<file path="src/logic/slpg_lane_test.sv">
// lane self-test: pipelined eye monitor register and tx pattern generator
// assumes measurement inputs come from the transceiver, asynchronous to
// clock, and a serializer that drains 10-bit words with valid/ready
//
// Implementation choice: the address-and-strobe port.

////////////////////////////////////////////////////////////////////////////
module slpg_fifo #(
   parameter int W = 10,
   parameter int D = 8
) (
   input wire logic clock,
   input wire logic sys_rst,
   input wire logic in_valid,
   output logic in_ready,
   input wire logic [W-1:0] in_data,
   output logic out_valid,
   input wire logic out_ready,
   output logic [W-1:0] out_data
);
   localparam int PW = (D > 1) ? $clog2(D) : 1;
   localparam int CW = $clog2(D + 1);
   typedef struct packed {
      logic [D-1:0][W-1:0] mem;
      logic [PW-1:0] wp;
      logic [PW-1:0] rp;
      logic [CW-1:0] cnt;
      logic ovalid;
      logic [W-1:0] odata;
   } slpg_fifo_s;
   slpg_fifo_s r, n;
   logic push;
   logic load;

   function automatic logic [PW-1:0] ptr_inc(input logic [PW-1:0] p);
      return (p == PW'(D - 1)) ? '0 : PW'(p + 1'b1);
   endfunction

   // output word is registered so the serializer never sees a mux path
   assign in_ready = (r.cnt != CW'(D));
   assign out_valid = r.ovalid;
   assign out_data = r.odata;

   always_comb begin
      n = r;
      push = in_valid && in_ready;
      load = (r.cnt != '0) && (!r.ovalid || out_ready);
      if (r.ovalid && out_ready) begin
         n.ovalid = 1'b0;
      end
      if (load) begin
         n.odata = r.mem[r.rp];
         n.ovalid = 1'b1;
         n.rp = ptr_inc(r.rp);
      end
      if (push) begin
         n.mem[r.wp] = in_data;
         n.wp = ptr_inc(r.wp);
      end
      n.cnt = CW'(r.cnt + CW'(push) - CW'(load));
   end

   always_ff @(posedge clock or posedge sys_rst) begin
      if (sys_rst) begin
         r <= '0;
      end else begin
         r <= n;
      end
   end

   fifo_bound_a: assert property (@(posedge clock) disable iff (sys_rst)
      r.cnt <= CW'(D)) else $error("fifo count beyond depth");
endmodule


</file>
<file path="config.mk">
export PLATFORM = sky130hd
export DESIGN_NAME = slpg_fifo
export DESIGN_NICKNAME = d
export VERILOG_FILES = /design/src/logic/slpg_lane_test.sv
export SDC_FILE = /design/constraint.sdc
export NUM_CORES = 1
export LEC_CHECK = 0
export BUFFER_PORTS_ARGS = -buffer_cell sky130_fd_sc_hd__buf_2
export CORE_MARGIN = 1
export CORE_UTILIZATION = 40
export DETAILED_ROUTE_END_ITERATION = 10
export GPL_TIMING_DRIVEN = 0
export PLACE_DENSITY = 0.65
export SLEW_MARGIN = 15
export SYNTH_ARGS = -nofsm -noshare
export SYNTH_HDL_FRONTEND = slang
export SYNTH_SLANG_ARGS = --single-unit
export TNS_END_PERCENT = 20
</file>
<file path="constraint.sdc">
create_clock -name clock -period 4.47 [get_ports clock]
set_clock_uncertainty 0.15 [all_clocks]
set_input_delay 1.341 -clock clock [delete_from_list [all_inputs] [get_ports clock]]
set_output_delay 1.341 -clock clock [all_outputs]
set_load 0.005 [all_outputs]
</file>
==> impl_results.md <==
* Outcome: completed
* Vias in the first global route at 3028
* Post-synth EDFFs at 0
* Fin crit share at 68.4%
* Comb pwr share at 42.1%
* Post-route ant nets at 0
* Share of flip-flops with an asynchronous set or reset at 100%
* Num rows at 39
* Count leader, synth: dfrtp_1
* Peak VDD IR at 0.000280 V
* First-pass GRT wire length at 16700 um
* CP startpoint kind: flip-flop
* # DRC at 0
* Final hold vios at 0
* WL/cell at 19.3 um
* RePlAce Congestion at 0.754
* Initial DRC count at 142
* Via count at 2791
* Arrival @ worst endpoint at 1.57 ns
* CTS tree: yes
* Share of layout cells above drive strength 1 at 46.0%
* Synth Area in Compound Gates at 5.90%
* Inserted Clock Buffers at 9
* Synth Area in XOR/XNOR at 0.359%
* Post-CTS Resized at 0
* Syn_nets at 367
* Critical path's top delay family: flip-flops
* Synth top cells by count: 101 x dfrtp_1, 76 x mux2_2, 30 x mux2_4, 20 x mux2i_1
* Critical path cell sequence: inv_1 -> ha_1 -> or3b_1 -> buf_6 -> buf_2
* Crit path buf inv count at 3
* CTS Sinks at 101
* H-tree depth at 3
* Synthesis-stage register bit count at 101
* Seq/Total Area, Yosys at 51.8%
* Main area contributors after synthesis: dfrtp_1 52%, mux2_2 18%, mux2_4 9.2%
* Total power at 4.21 mW
* Tmin final at 3.06 ns
* Antenna violations before repair at 0
* Slew HR at 33.9%
* Filler Cell Count at 1057
* # diodes at 0
* Mean area per synthesized cell at 14.3 um2
* Skew-Pair Late Insertion Delay at 0.34 ns
* Die Span Y at 112 um
* YS warnings at 0
* Crit-path max FO at 10
* Min-Delay Path Class: flip-flop to flip-flop
* Core Util, Final at 47.3%
* Net count reported at finish at 403
* Area share of fa/ha/maj cells after synthesis at 2.98%
* Clock network power share at 19.1%
* Simple-Gate Fraction of Synth Area at 3.77%
* Synth Instances at 342
* Total Wirelength at 10100 um
* Slew Viols, Final at 0
* Power Internal at 2.87 mW
* Die W at 112 um
* Seq pwr share at 38.8%
* Synth top area share at 51.8%
* Setup Buffers After CTS at 0
* First-pass iteration count of the detailed router at 4
* Pleak at 2.52 nW
* Synthesized cell area at 4880 um2
* I/O pins at 26
* Setup repair after global routing missed its margin: no
* Reg clk slew, reported paths at 0.07 ns
* Multiplexer share of the synthesized area at 30.9%
* CP Capture Type: output pin
* GRT overflow at 0
* Maximum clock rate at 327 MHz
* Switching part of the total power at 31.8%
* CTS max path bufs at 2
* Via/cell ratio at 5.31
* Slowest stage delay, CP at 0.36 ns
* Std-Cell Core Area at 11700 um2
* Post-synth top flop: dfrtp_1
* Setup-failing EPs final at 0
* Hold-fix buffers, CTS at 0
* Synth area leader: dfrtp_1
* NetSw at 1.34 mW
* IO buf count at 24
* Worst Tran Pin Value at 0.988 ns
* Layout Area Growth over Synthesis at 13.2%
* Critical path class: flip-flop to output pin
* Max-cap violations at 0
* Distinct cells, synth at 32
* PwrDens at 763 nW/um2
* Initial Util at 41.8%
* HPWL Detailed at 6430 um
* Pin count of the biggest net entering global routing at 58
* Largest family of logic cells by synthesized area: multiplexers
* Total Routing Usage GR at 17.5%
* CP required at 2.98 ns
* Clk root buf: clkbuf_16
* Setup TNS at 0 ns
* Slowest-stage cell, CP: dfrtp_1
* Die area at 12600 um2
power groups by stage:
stage	clock network [mW]	logic [mW]	registers (mW)
floorplan	0	1.42	1.57
global placement	0	1.73	1.62
detailed placement	0	1.78	1.64
CTS	0.819	1.79	1.63
global route	0.854	1.94	1.69
finish	0.804	1.77	1.63
worst reg2reg max path, stage by stage (launching register included):
cell     delay (ns)
dfrtp_1        0.36
inv_1          0.09
ha_1           0.15
or3b_1         0.36
buf_6          0.15
nand2_1        0.15
ha_1           0.26
inv_1          0.06
ha_1           0.15
inv_1          0.05
fa_1           0.38
xnor2_1        0.19
cell type report:
type | instances | area [um2] | share of cell area (%)
Clock inverter | 5 | 57.6 | 1.04
Timing Repair Buffer | 25 | 148 | 2.67
Buffer | 27 | 176 | 3.20
Inverter | 9 | 38.8 | 0.703
Clock buffer | 11 | 253 | 4.58
Sequential cell | 101 | 2530 | 45.8
Multi-Input combinational cell | 205 | 2140 | 38.8
Tap cell | 143 | 179 | 3.24
cells in the final DEF (no fill, tap or decap), drive strengths merged, types with 3 or more instances in the layout:
cell	synthesis	layout
clkinv	0	3
and4b	3	3
buf	21	46
nand4	4	4
a22o	10	10
clkbuf	6	17
o21ai	10	10
mux2i	20	20
mux2	106	106
o22ai	10	10
nor2	4	4
dfrtp	101	101
ha	10	10
inv	9	10
o31ai	10	10
metal layers:
layer  track usage (%)  share of wire [%]  vias up
met3              3.19                2.7        4
met4              5.07               0.75        0
met2              28.1                 47       31
li1                  -                  -     1313
met5                 0                  0        -
met1              24.2                 49     1443
final timing paths:
| kind | startpoint | cells past startpoint | to | slack [ns] |
|---|---|---|---|---|
| hold / removal | r[93]$_DFFE_PP0P_ | 1 | r[93]$_DFFE_PP0P_ | 0.35 |
| setup / recovery | r[13]$_DFF_PP0_ | 5 | in_ready | 1.41 |
| max in group asynchronous | sys_rst | 3 | r[71]$_DFFE_PP0P_ | 2.67 |
| min in group asynchronous | sys_rst | 2 | r[69]$_DFFE_PP0P_ | 0.87 |
| hold reg to reg | r[93]$_DFFE_PP0P_ | 1 | r[93]$_DFFE_PP0P_ | 0.35 |
| setup reg to reg | r[13]$_DFF_PP0_ | 11 | r[13]$_DFF_PP0_ | 1.89 |
sequential cells by signal, indices dropped and copies added (netlist names):
signal and flops:
out_data 10, out_valid 1, r 90
through the flow:
step | std cells | cell area [um2] | hold slack (ns) | worst slack (ns)
after floorplan | 342 | 4880 | 0.324 | 0.332
after global placement | 509 | 5180 | 0.331 | -0.775
after detailed placement | 510 | 5210 | 0.337 | 1.19
after CTS | 526 | 5520 | 0.354 | 1.40
after global routing | 526 | 5520 | 0.366 | 1.32
final | 526 | 5520 | 0.351 | 1.41
logic make-up after synthesis:
family,after synthesis
xor gates and xnor gates,2
and+or+nand+nor,24
DFF,101
adders and majority gates,11
buffers and inverters,36
AOI/OAI and AO/OA,42
muxes,126
No activity file was read; power rests on OpenSTA's default activity.
